### src/core/tinst_defs.svh
`ifndef TINST_DEFS_SVH
`define TINST_DEFS_SVH

// ****************************************************************
// Register map (byte addresses on the APB side)
// ****************************************************************
`define TINST_OFS_CTRL      12'h000
`define TINST_OFS_MVAL      12'h004
`define TINST_OFS_HVAL      12'h008
`define TINST_OFS_STATUS    12'h00c

`define TINST_CTRL_XFORM_BIT  0
`define TINST_CTRL_CUSTOM_BIT 1
`define TINST_CTRL_ADWR_BIT   2
`define TINST_CTRL_RESET      3'h7

// ****************************************************************
// Trap causes
// ****************************************************************
`define CAUSE_INSTR_ACCESS     5'h01
`define CAUSE_ILLEGAL          5'h02
`define CAUSE_LOAD_MISALIGN    5'h04
`define CAUSE_LOAD_ACCESS      5'h05
`define CAUSE_STORE_MISALIGN   5'h06
`define CAUSE_STORE_ACCESS     5'h07
`define CAUSE_INSTR_PAGE       5'h0c
`define CAUSE_LOAD_PAGE        5'h0d
`define CAUSE_STORE_PAGE       5'h0f
`define CAUSE_INSTR_GUEST_PAGE 5'h14
`define CAUSE_LOAD_GUEST_PAGE  5'h15
`define CAUSE_STORE_GUEST_PAGE 5'h17

// ****************************************************************
// Major opcodes
// ****************************************************************
`define OP_LOAD     7'h03
`define OP_LOAD_FP  7'h07
`define OP_STORE    7'h23
`define OP_STORE_FP 7'h27
`define OP_AMO      7'h2f
`define OP_SYSTEM   7'h73

// ****************************************************************
// Pseudoinstruction values
// ****************************************************************
`define PSEUDO_READ_32  32'h00002000
`define PSEUDO_WRITE_32 32'h00002020
`define PSEUDO_READ_64  32'h00003000
`define PSEUDO_WRITE_64 32'h00003020

`endif

### src/core/tinst_pkg.sv
package tinst_pkg;

	typedef enum logic [1:0] {
		VAL_ZERO,
		VAL_XFORM,
		VAL_CUSTOM,
		VAL_PSEUDO
	} value_class_t;

endpackage : tinst_pkg

### src/core/tinst_if.sv
`timescale 1ns/1ps
interface tinst_if;
	logic [15:0] half_instr;
	logic [31:0] full_instr;
	logic        expand_ok;

	modport requester (output half_instr, input full_instr, input expand_ok);
	modport expander  (input half_instr, output full_instr, output expand_ok);
endinterface : tinst_if

### src/core/compressed_mem_expander.sv
`timescale 1ns/1ps
`include "tinst_defs.svh"
// Expands only the compressed loads and stores; other encodings report
// expand_ok low. Immediates are left zero because every later use clears them.
module compressed_mem_expander (
	tinst_if.expander port_x
);
	wire [1:0] quad     = port_x.half_instr[1:0];
	wire [2:0] f3       = port_x.half_instr[15:13];
	wire [4:0] rd_p     = {2'b01, port_x.half_instr[4:2]};
	wire [4:0] rs1_p    = {2'b01, port_x.half_instr[9:7]};
	wire [4:0] rd_full  = port_x.half_instr[11:7];
	wire [4:0] rs2_full = port_x.half_instr[6:2];
	wire [2:0] width    = (f3[1:0] == 2'b10) ? 3'h2 : 3'h3;
	wire       is_fp    = (f3[1:0] == 2'b01);
	wire [6:0] ld_op    = is_fp ? `OP_LOAD_FP : `OP_LOAD;
	wire [6:0] st_op    = is_fp ? `OP_STORE_FP : `OP_STORE;
	wire       mem_f3   = (f3[1:0] != 2'b00);

	// Quadrant 0 uses the short register fields, quadrant 2 the stack pointer.
	wire q0_ld = (quad == 2'b00) && !f3[2] && mem_f3;
	wire q0_st = (quad == 2'b00) &&  f3[2] && mem_f3;
	wire q2_ld = (quad == 2'b10) && !f3[2] && mem_f3 && (is_fp || rd_full != 5'h00);
	wire q2_st = (quad == 2'b10) &&  f3[2] && mem_f3;

	assign port_x.expand_ok  = q0_ld || q0_st || q2_ld || q2_st;
	assign port_x.full_instr =
		q0_ld ? {12'h000, rs1_p, width, rd_p, ld_op} :
		q0_st ? {7'h00, rd_p, rs1_p, width, 5'h00, st_op} :
		q2_ld ? {12'h000, 5'h02, width, rd_full, ld_op} :
		q2_st ? {7'h00, rs2_full, 5'h02, width, 5'h00, st_op} :
		32'h0000_0000;
endmodule : compressed_mem_expander

### src/core/trap_instruction_value_gen.sv
// Our own choices: the register offsets and the APB slave port.
`timescale 1ns/1ps
`include "tinst_defs.svh"
// Behaviour
// - Every trap into machine or hypervisor level loads that level's value register.
// - An interrupt always writes zero.
// - Fetch-blocking exceptions write only zero or a pseudoinstruction.
// - Custom values only for non-standard trapping instructions.
// - Transformed values only for explicit load, store or atomic accesses.
// - Instruction access and illegal write zero; breakpoint, virtual may write custom.
// - Standard instruction without transformation writes zero or a pseudoinstruction.
// - Transformed load keeps function code, destination and opcode fields.
// - Transformed store keeps second source, function code and opcode fields.
// - Atomic transform equals instruction except bits 19:15 holding offset.
// - Guest virtual load/store transform equals instruction except offset bits 19:15.
// - Offset field is faulting address minus original address.
// - Basic load and store transforms clear immediate fields.
// - Compressed instruction is expanded, transformed, then bit 1 cleared.
// - Transformed value ends in 01 if compressed, 11 otherwise.
// - Implicit translation guest-page fault with nonzero address writes a pseudoinstruction.
// - Guest supervisor width selects 32-bit or 64-bit pseudoinstruction values.
// - Write pseudoinstruction only for accessed/dirty updates; all else reads.
// - Value registers stay writable when pseudoinstructions may arise; here APB writes to MVAL and HVAL are ignored.
// - Custom value need not relate to the trapping instruction.
module trap_instruction_value_gen
	import tinst_pkg::*;
(
	// Clock and reset
	input  wire logic        pclk,
	input  wire logic        presetn,
	// APB slave
	input  wire logic        psel,
	input  wire logic        penable,
	input  wire logic        pwrite,
	input  wire logic [11:0] paddr,
	input  wire logic [31:0] pwdata,
	output logic      [31:0] prdata,
	output logic             pready,
	output logic             pslverr,
	// Trap entry from the core
	input  wire logic        trap_valid,
	input  wire logic        trap_to_hyper,
	input  wire logic        trap_is_interrupt,
	input  wire logic [4:0]  trap_cause,
	input  wire logic [31:0] trap_instr,
	input  wire logic        instr_nonstandard,
	input  wire logic [31:0] custom_value,
	input  wire logic [63:0] fault_vaddr,
	input  wire logic [63:0] orig_vaddr,
	// Guest translation context
	input  wire logic        implicit_xlate,
	input  wire logic        implicit_ad_update,
	input  wire logic        guest_fault_addr_nonzero,
	input  wire logic        guest_supervisor_width,
	// Trap instruction values
	output logic      [63:0] machine_tinst,
	output logic      [63:0] hyper_tinst,
	output logic             tinst_write,
	output value_class_t     tinst_class
);

	// ****************************************************************
	// Compressed expansion
	// ****************************************************************
	tinst_if exp_bus ();

	compressed_mem_expander u_expander (
		.port_x (exp_bus.expander)
	);

	wire        is_compressed = (trap_instr[1:0] != 2'b11);
	assign exp_bus.half_instr = trap_instr[15:0];
	wire [31:0] base_instr    = is_compressed ? exp_bus.full_instr : trap_instr;

	// ****************************************************************
	// Instruction kind
	// ****************************************************************
	wire [6:0] opc   = base_instr[6:0];
	wire [2:0] fn3   = base_instr[14:12];
	wire       fp_w  = (fn3 >= 3'h1) && (fn3 <= 3'h4);
	wire       is_ld = ((opc == `OP_LOAD) && (fn3 != 3'h7)) || ((opc == `OP_LOAD_FP) && fp_w);
	wire       is_st = ((opc == `OP_STORE) && (fn3 <= 3'h3)) || ((opc == `OP_STORE_FP) && fp_w);
	wire       is_amo = (opc == `OP_AMO) && ((fn3 == 3'h2) || (fn3 == 3'h3));
	wire       is_hvm = (opc == `OP_SYSTEM) && (fn3 == 3'h4) && (base_instr[31:29] == 3'h3);
	wire       kind_ok = !is_compressed || exp_bus.expand_ok;
	wire       mem_kind = kind_ok && !instr_nonstandard && (is_ld || is_st || is_amo || is_hvm);

	// ****************************************************************
	// Transformation
	// ****************************************************************
	// Only the low five bits matter: a misaligned access never strays further.
	wire [4:0]  addr_off = fault_vaddr[4:0] - orig_vaddr[4:0];
	wire [31:0] ld_form  = {12'h000, addr_off, fn3, base_instr[11:7], opc};
	wire [31:0] st_form  = {7'h00, base_instr[24:20], addr_off, fn3, 5'h00, opc};
	wire [31:0] rmw_form = {base_instr[31:20], addr_off, base_instr[14:0]};
	wire [31:0] xf_full  = is_ld ? ld_form : (is_st ? st_form : rmw_form);
	wire [31:0] xf_value = {xf_full[31:2], !is_compressed, 1'b1};

	// ****************************************************************
	// Cause filtering
	// ****************************************************************
	wire c_ld_st = (trap_cause == `CAUSE_LOAD_MISALIGN) || (trap_cause == `CAUSE_LOAD_ACCESS)
		|| (trap_cause == `CAUSE_STORE_MISALIGN) || (trap_cause == `CAUSE_STORE_ACCESS)
		|| (trap_cause == `CAUSE_LOAD_PAGE) || (trap_cause == `CAUSE_STORE_PAGE);
	wire c_gpf_data = (trap_cause == `CAUSE_LOAD_GUEST_PAGE)
		|| (trap_cause == `CAUSE_STORE_GUEST_PAGE);
	wire c_fetch = (trap_cause == `CAUSE_INSTR_ACCESS) || (trap_cause == `CAUSE_INSTR_PAGE)
		|| (trap_cause == `CAUSE_INSTR_GUEST_PAGE);
	wire c_xform  = c_ld_st || c_gpf_data;
	wire c_custom = !c_fetch && (trap_cause != `CAUSE_ILLEGAL);
	wire c_pseudo = c_gpf_data || (trap_cause == `CAUSE_INSTR_GUEST_PAGE);

	// ****************************************************************
	// Control register
	// ****************************************************************
	logic [2:0] ctrl_reg;
	logic [2:0] ctrl_next;
	wire        xform_en  = ctrl_reg[`TINST_CTRL_XFORM_BIT];
	wire        custom_en = ctrl_reg[`TINST_CTRL_CUSTOM_BIT];
	wire        adwr_en   = ctrl_reg[`TINST_CTRL_ADWR_BIT];

	// ****************************************************************
	// Value selection
	// ****************************************************************
	wire pseudo_hit = c_pseudo && implicit_xlate && guest_fault_addr_nonzero;
	wire pseudo_wr  = implicit_ad_update && adwr_en;
	wire [31:0] pseudo_val = guest_supervisor_width
		? (pseudo_wr ? `PSEUDO_WRITE_64 : `PSEUDO_READ_64)
		: (pseudo_wr ? `PSEUDO_WRITE_32 : `PSEUDO_READ_32);
	wire xform_hit  = c_xform && mem_kind && xform_en;
	wire custom_hit = c_custom && instr_nonstandard && custom_en;

	value_class_t sel_class;
	assign sel_class = trap_is_interrupt ? VAL_ZERO :
		pseudo_hit ? VAL_PSEUDO :
		xform_hit ? VAL_XFORM :
		custom_hit ? VAL_CUSTOM : VAL_ZERO;

	wire [31:0] sel_low = (sel_class == VAL_PSEUDO) ? pseudo_val :
		(sel_class == VAL_XFORM) ? xf_value :
		(sel_class == VAL_CUSTOM) ? custom_value : 32'h0000_0000;
	wire [63:0] sel_value = {32'h0000_0000, sel_low};

	// ****************************************************************
	// Trap value registers
	// ****************************************************************
	logic [63:0] mval_reg;
	logic [63:0] hval_reg;
	logic        write_reg;
	logic        last_hyper_reg;
	value_class_t class_reg;

	always_ff @(posedge pclk or negedge presetn) begin
		if (!presetn) begin
			mval_reg       <= 64'h0;
			hval_reg       <= 64'h0;
			write_reg      <= 1'b0;
			last_hyper_reg <= 1'b0;
			class_reg      <= VAL_ZERO;
		end else begin
			write_reg <= trap_valid;
			if (trap_valid) begin
				class_reg      <= sel_class;
				last_hyper_reg <= trap_to_hyper;
			end
			if (trap_valid && !trap_to_hyper) begin
				mval_reg <= sel_value;
			end
			if (trap_valid && trap_to_hyper) begin
				hval_reg <= sel_value;
			end
		end
	end

	assign machine_tinst = mval_reg;
	assign hyper_tinst   = hval_reg;
	assign tinst_write   = write_reg;
	assign tinst_class   = class_reg;

	// ****************************************************************
	// APB slave
	// ****************************************************************
	// One wait-free access: answer is prepared in the setup cycle so that
	// prdata and pready come straight from flip-flops.
	wire setup_ph  = psel && !penable;
	wire hit_ctrl  = (paddr == `TINST_OFS_CTRL);
	wire hit_mval  = (paddr == `TINST_OFS_MVAL);
	wire hit_hval  = (paddr == `TINST_OFS_HVAL);
	wire hit_stat  = (paddr == `TINST_OFS_STATUS);
	wire mapped    = hit_ctrl || hit_mval || hit_hval || hit_stat;
	wire wr_commit = psel && penable && pready && pwrite && hit_ctrl;

	wire [31:0] rd_mux = hit_ctrl ? {29'h0, ctrl_reg} :
		hit_mval ? mval_reg[31:0] :
		hit_hval ? hval_reg[31:0] :
		hit_stat ? {29'h0, last_hyper_reg, class_reg} : 32'h0000_0000;

	assign ctrl_next = wr_commit ? pwdata[2:0] : ctrl_reg;

	logic [31:0] prdata_reg;
	logic        pready_reg;
	logic        pslverr_reg;

	always_ff @(posedge pclk or negedge presetn) begin
		if (!presetn) begin
			ctrl_reg    <= `TINST_CTRL_RESET;
			prdata_reg  <= 32'h0;
			pready_reg  <= 1'b0;
			pslverr_reg <= 1'b0;
		end else begin
			ctrl_reg    <= ctrl_next;
			pready_reg  <= setup_ph;
			pslverr_reg <= setup_ph && !mapped;
			if (setup_ph && !pwrite) begin
				prdata_reg <= rd_mux;
			end
		end
	end

	assign prdata  = prdata_reg;
	assign pready  = pready_reg;
	assign pslverr = pslverr_reg;

endmodule : trap_instruction_value_gen

### config.mk
export PLATFORM = sky130hd
export DESIGN_NAME = trap_instruction_value_gen
export DESIGN_NICKNAME = d
export VERILOG_FILES = /design/src/core/tinst_pkg.sv /design/src/core/tinst_if.sv /design/src/core/compressed_mem_expander.sv /design/src/core/trap_instruction_value_gen.sv
export VERILOG_INCLUDE_DIRS = /design/src /design/src/core
export SDC_FILE = /design/constraint.sdc
export NUM_CORES = 1
export LEC_CHECK = 0
export CORE_AREA = 3 3 162 164
export CTS_BUF_LIST = sky130_fd_sc_hd__clkbuf_2 sky130_fd_sc_hd__clkbuf_4 sky130_fd_sc_hd__clkbuf_8
export DETAILED_ROUTE_END_ITERATION = 7
export DIE_AREA = 0 0 165 167
export DONT_BUFFER_PORTS = 1
export PLACE_DENSITY_LB_ADDON = 0.25
export SYNTH_ARGS = -nofsm -noshare
export SYNTH_HDL_FRONTEND = slang
export SYNTH_SLANG_ARGS = --single-unit
### constraint.sdc
create_clock -name pclk -period 2.1 [get_ports pclk]
set_clock_uncertainty 0.1 [all_clocks]
set_input_delay 0 -clock pclk [delete_from_list [all_inputs] [get_ports pclk]]
set_output_delay 0 -clock pclk [all_outputs]
set_load 0.05 [all_outputs]
==> impl_results.md <==
- Status: finished with violations
- Failing checks: negative hold slack
- Clock Pin Slew Worst Setup and Hold Paths: 0.12 ns
- Placed instance count: approximately 960
- Detailed Routing Iterations Pass 1: 5
- Pwr Total: between 4 and 5 mW
- Post-layout min period: 2.030 ns
- Critical path buffers and inverters: 2
- Slew Limit Fails: 0
- Leakage power: 3.072 nW
- Post-synth EDFFs: 0
- Seq/Total Area, Yosys: roughly 44%
- Setup-failing EPs final: 0
- Initial antenna violation count: 0
- Nets: 988
- Fillers: 2657
- Hold Path Class: input port to asynchronous set/reset pin
- Die width: roughly 170 microns
- Primary FF master, synth: dfrtp_1
- Die height: approximately 170 microns
- Placeable Area: around 0.025 sq mm
- Crit path kind: flip-flop to flip-flop
- Power density over the cells: around 660 mW/mm^2
- Slew @ Worst Pin: around 0.97 ns
- Routed wire per std cell: approximately 21 microns
- Worst VDD drop: ~0.00040 V
- Final ANT Viol Nets: 0
- Inserted Clock Buffers: 9
- Cell taking the most area after synthesis: dfrtp_1
- GR Util All Layers: about 16%
- Most numerous cell on the critical path: buf_12
- Avg Cell Area, Syn: about 9.4 sq um
- Post-route DRC: 0
- Yosys cell types: 76
- Most frequent cells in the layout: dfrtp_1, dlygate4sd3_1, nand2_1
- Starting Density: 23.63%
- Crit path launch: ctrl_reg[0]$_DFFE_PN1P_
- Commonest non-fill, non-tap cell in the layout: dfrtp_1
- R2R Setup Slk: between 0.06 and 0.07 ns
- Worst path required time: 2.28 ns
- Area taken by multi-input logic gates: around 0.0029 sq mm
- Ys Warns: 0
- CP top delay family: flip-flops
- Peak Freq: 0.4925 GHz
- Worst-case headroom to the max-slew limit: between 30% and 40%
- Synth top area cells: dfrtp_1, buf_4, nand2_1, a22oi_1, a21oi_1
- Netlist Area Pre-Place: between 0.005 and 0.006 sq mm
- GPL Wtd Cong: a little over 0.8
- Synthesis-to-layout area growth: 27.31%
- Yosys top cell area share: ~43%
- Vias in the first global route: between 4000 and 5000
- FP Rows: 58
- Non-Filler Instances: roughly 1100
- Max H-tree Level: 3
- WL final: about 23000 microns
- Max_cap viols: 0
- Storage cell area: approximately 0.0026 sq mm
- Number of synthesized register bits: 105
- Clk buf depth: 2
- Via/cell ratio: 4.777
- CTS Sinks: between 100 and 150
- Largest net degree at the start of global routing: about 110
- Ratio of cells with drive above 1 in the final layout: around 16%
- Worst path max stage delay: ~0.55 ns
- Crit path cell chain: nor3b_4 > nand2_2 > o31ai_4 > buf_12 > nand3_2 > buf_12 > o221ai_1
- Fin. Hold Viols: between 100 and 150
- Total gr overflow: 0
- Final period util: 96.69%
- CTS tree: yes
- Syn Inst Count: 631
- Ports: between 400 and 500
- Clock Root Buffer: clkbuf_8
- Reg-to-Reg End: machine_tinst[8]$_DFFE_PN0P_
- First-pass GRT wire length: around 33000 microns
- Arrival time worst endpoint: roughly 2.2 ns
- Slowest stage cell, crit path: dfstp_2
- RR Startpoint: ctrl_reg[0]$_DFFE_PN1P_
- DR iter-0 viols: ~320
- Critical Path Sink Type: flip-flop
- HPWL after DPL: approximately 17000 microns
- Final worst hold slack: -0.7950 ns
- R2R depth: 7
- Die area: 0.02756 sq mm
- Antenna cell count: 0
- Routed via count: 5083
- CP startpoint kind: flip-flop
- Post-synth ARST share: 100.0%
- Worst-path maximum fanout: 13
- Port bufs: 0
- Clock Latency Late Sink: 0.39 ns
## final cells by class
| class | instances | share of cell area [%] |
|---|---|---|
| Clock buffer | 9 | 1.645 |
| Clock inverter | 7 | 1.313 |
| Inverter | 15 | 0.7476 |
| Multi-Input combinational cell | 466 | 38.53 |
| Sequential cell | 105 | 34.94 |
| Tap cell | 330 | 5.483 |
| Timing Repair Buffer | 132 | 17.35 |
## report_power, final
| part | total, mW | switching [mW] | internal [mW] | leakage [nW] |
|---|---|---|---|---|
| clock | 1.47 | 0.784 | 0.686 | 0.116 |
| sequential | 2.58 | 0.444 | 2.13 | 1.37 |
| combinational | 0.894 | 0.608 | 0.286 | 1.59 |
## kinds of logic after synthesis
| family | Yosys count | synth area share, % |
|---|---|---|
| AOI/OAI and AO/OA | 189 | 22.06 |
| xor gates and xnor gates | 4 | 0.5923 |
| adders and majority gates | 7 | 1.523 |
| buffers and inverters | 123 | 13.09 |
| DFF | 105 | 44.48 |
| muxes | 6 | 1.713 |
| other | 1 | 0.06339 |
| and+or+nand+nor | 196 | 16.48 |
## worst max-delay path by stage
stage | end | slack (ns) | cells past startpoint
finish | machine_tinst[8]$_DFFE_PN0P_ | 0.07 | 7
global route | machine_tinst[7]$_DFFE_PN0P_ | -0.009 | 7
CTS | machine_tinst[8]$_DFFE_PN0P_ | 0.03 | 7
detailed placement | machine_tinst[12]$_DFFE_PN0P_ | -0.15 | 7
global placement | machine_tinst[12]$_DFFE_PN0P_ | -0.10 | 7
floorplan | hyper_tinst[18]$_DFFE_PN0P_ | 0.14 | 7
## through the flow
step | cell area [sq um] | utilization [%] | setup TNS, ns | worst slack [ns]
after detailed placement | 6292 | 25.13 | -0.3274 | -0.1485
after CTS | 7371 | 29.44 | 0 | 0.03368
final | 7531 | 30.08 | 0 | 0.06954
after global routing | 7531 | 30.08 | -0.008954 | -0.008954
after floorplan | 6152 | - | 0 | 0.1354
after global placement | 6292 | 25.13 | -0.2129 | -0.1050
## cell usage after synthesis, drive strengths merged (2+ instances only)
cell	number
xor2	2
mux4	3
o211ai	3
o221ai	23
and4b	2
ha	4
o21bai	2
a31oi	5
maj3	2
or3b	2
dfrtp	102
nor2b	5
nor4b	2
and2	5
a32oi	9
nor2	48
nand2	84
inv	15
mux2	3
o22a	2
xnor2	2
dfstp	3
nor3	5
and3	4
or4b	3
a22oi	38
clkbuf	27
nor3b	3
nand3b	6
nor4	6
a21oi	41
o31ai	3
a211oi	2
o22ai	5
nand4	4
nand2b	5
buf	79
nand3	9
a22o	2
o21ai	40
a21o	5
## routing by layer
layer / vias up / GRT usage (%) / share of wire [%]
met5: - / 0 / 0
met1: 2502 / 23.72 / 47
met2: 226 / 22.68 / 44
met4: 0 / 4.085 / 1.4
li1: 2337 / - / -
met3: 18 / 3.881 / 7.8
## worst reg2reg max path, cell delays in order, from the launching register on
cell      delay (ns)
dfstp_2         0.55
nor3b_4         0.22
nand2_2         0.11
o31ai_4         0.29
buf_12          0.17
nand3_2         0.10
buf_12          0.18
o221ai_1        0.20
## what timing repair did
item,in CTS,in global routing
endpoints found under the setup margin,20,23
gates resized for setup,1,20
hold endpoints to repair,210,107
hold buffers,85,1
setup buffers,0,3
Note: power is estimated with default switching activity, not from simulation.
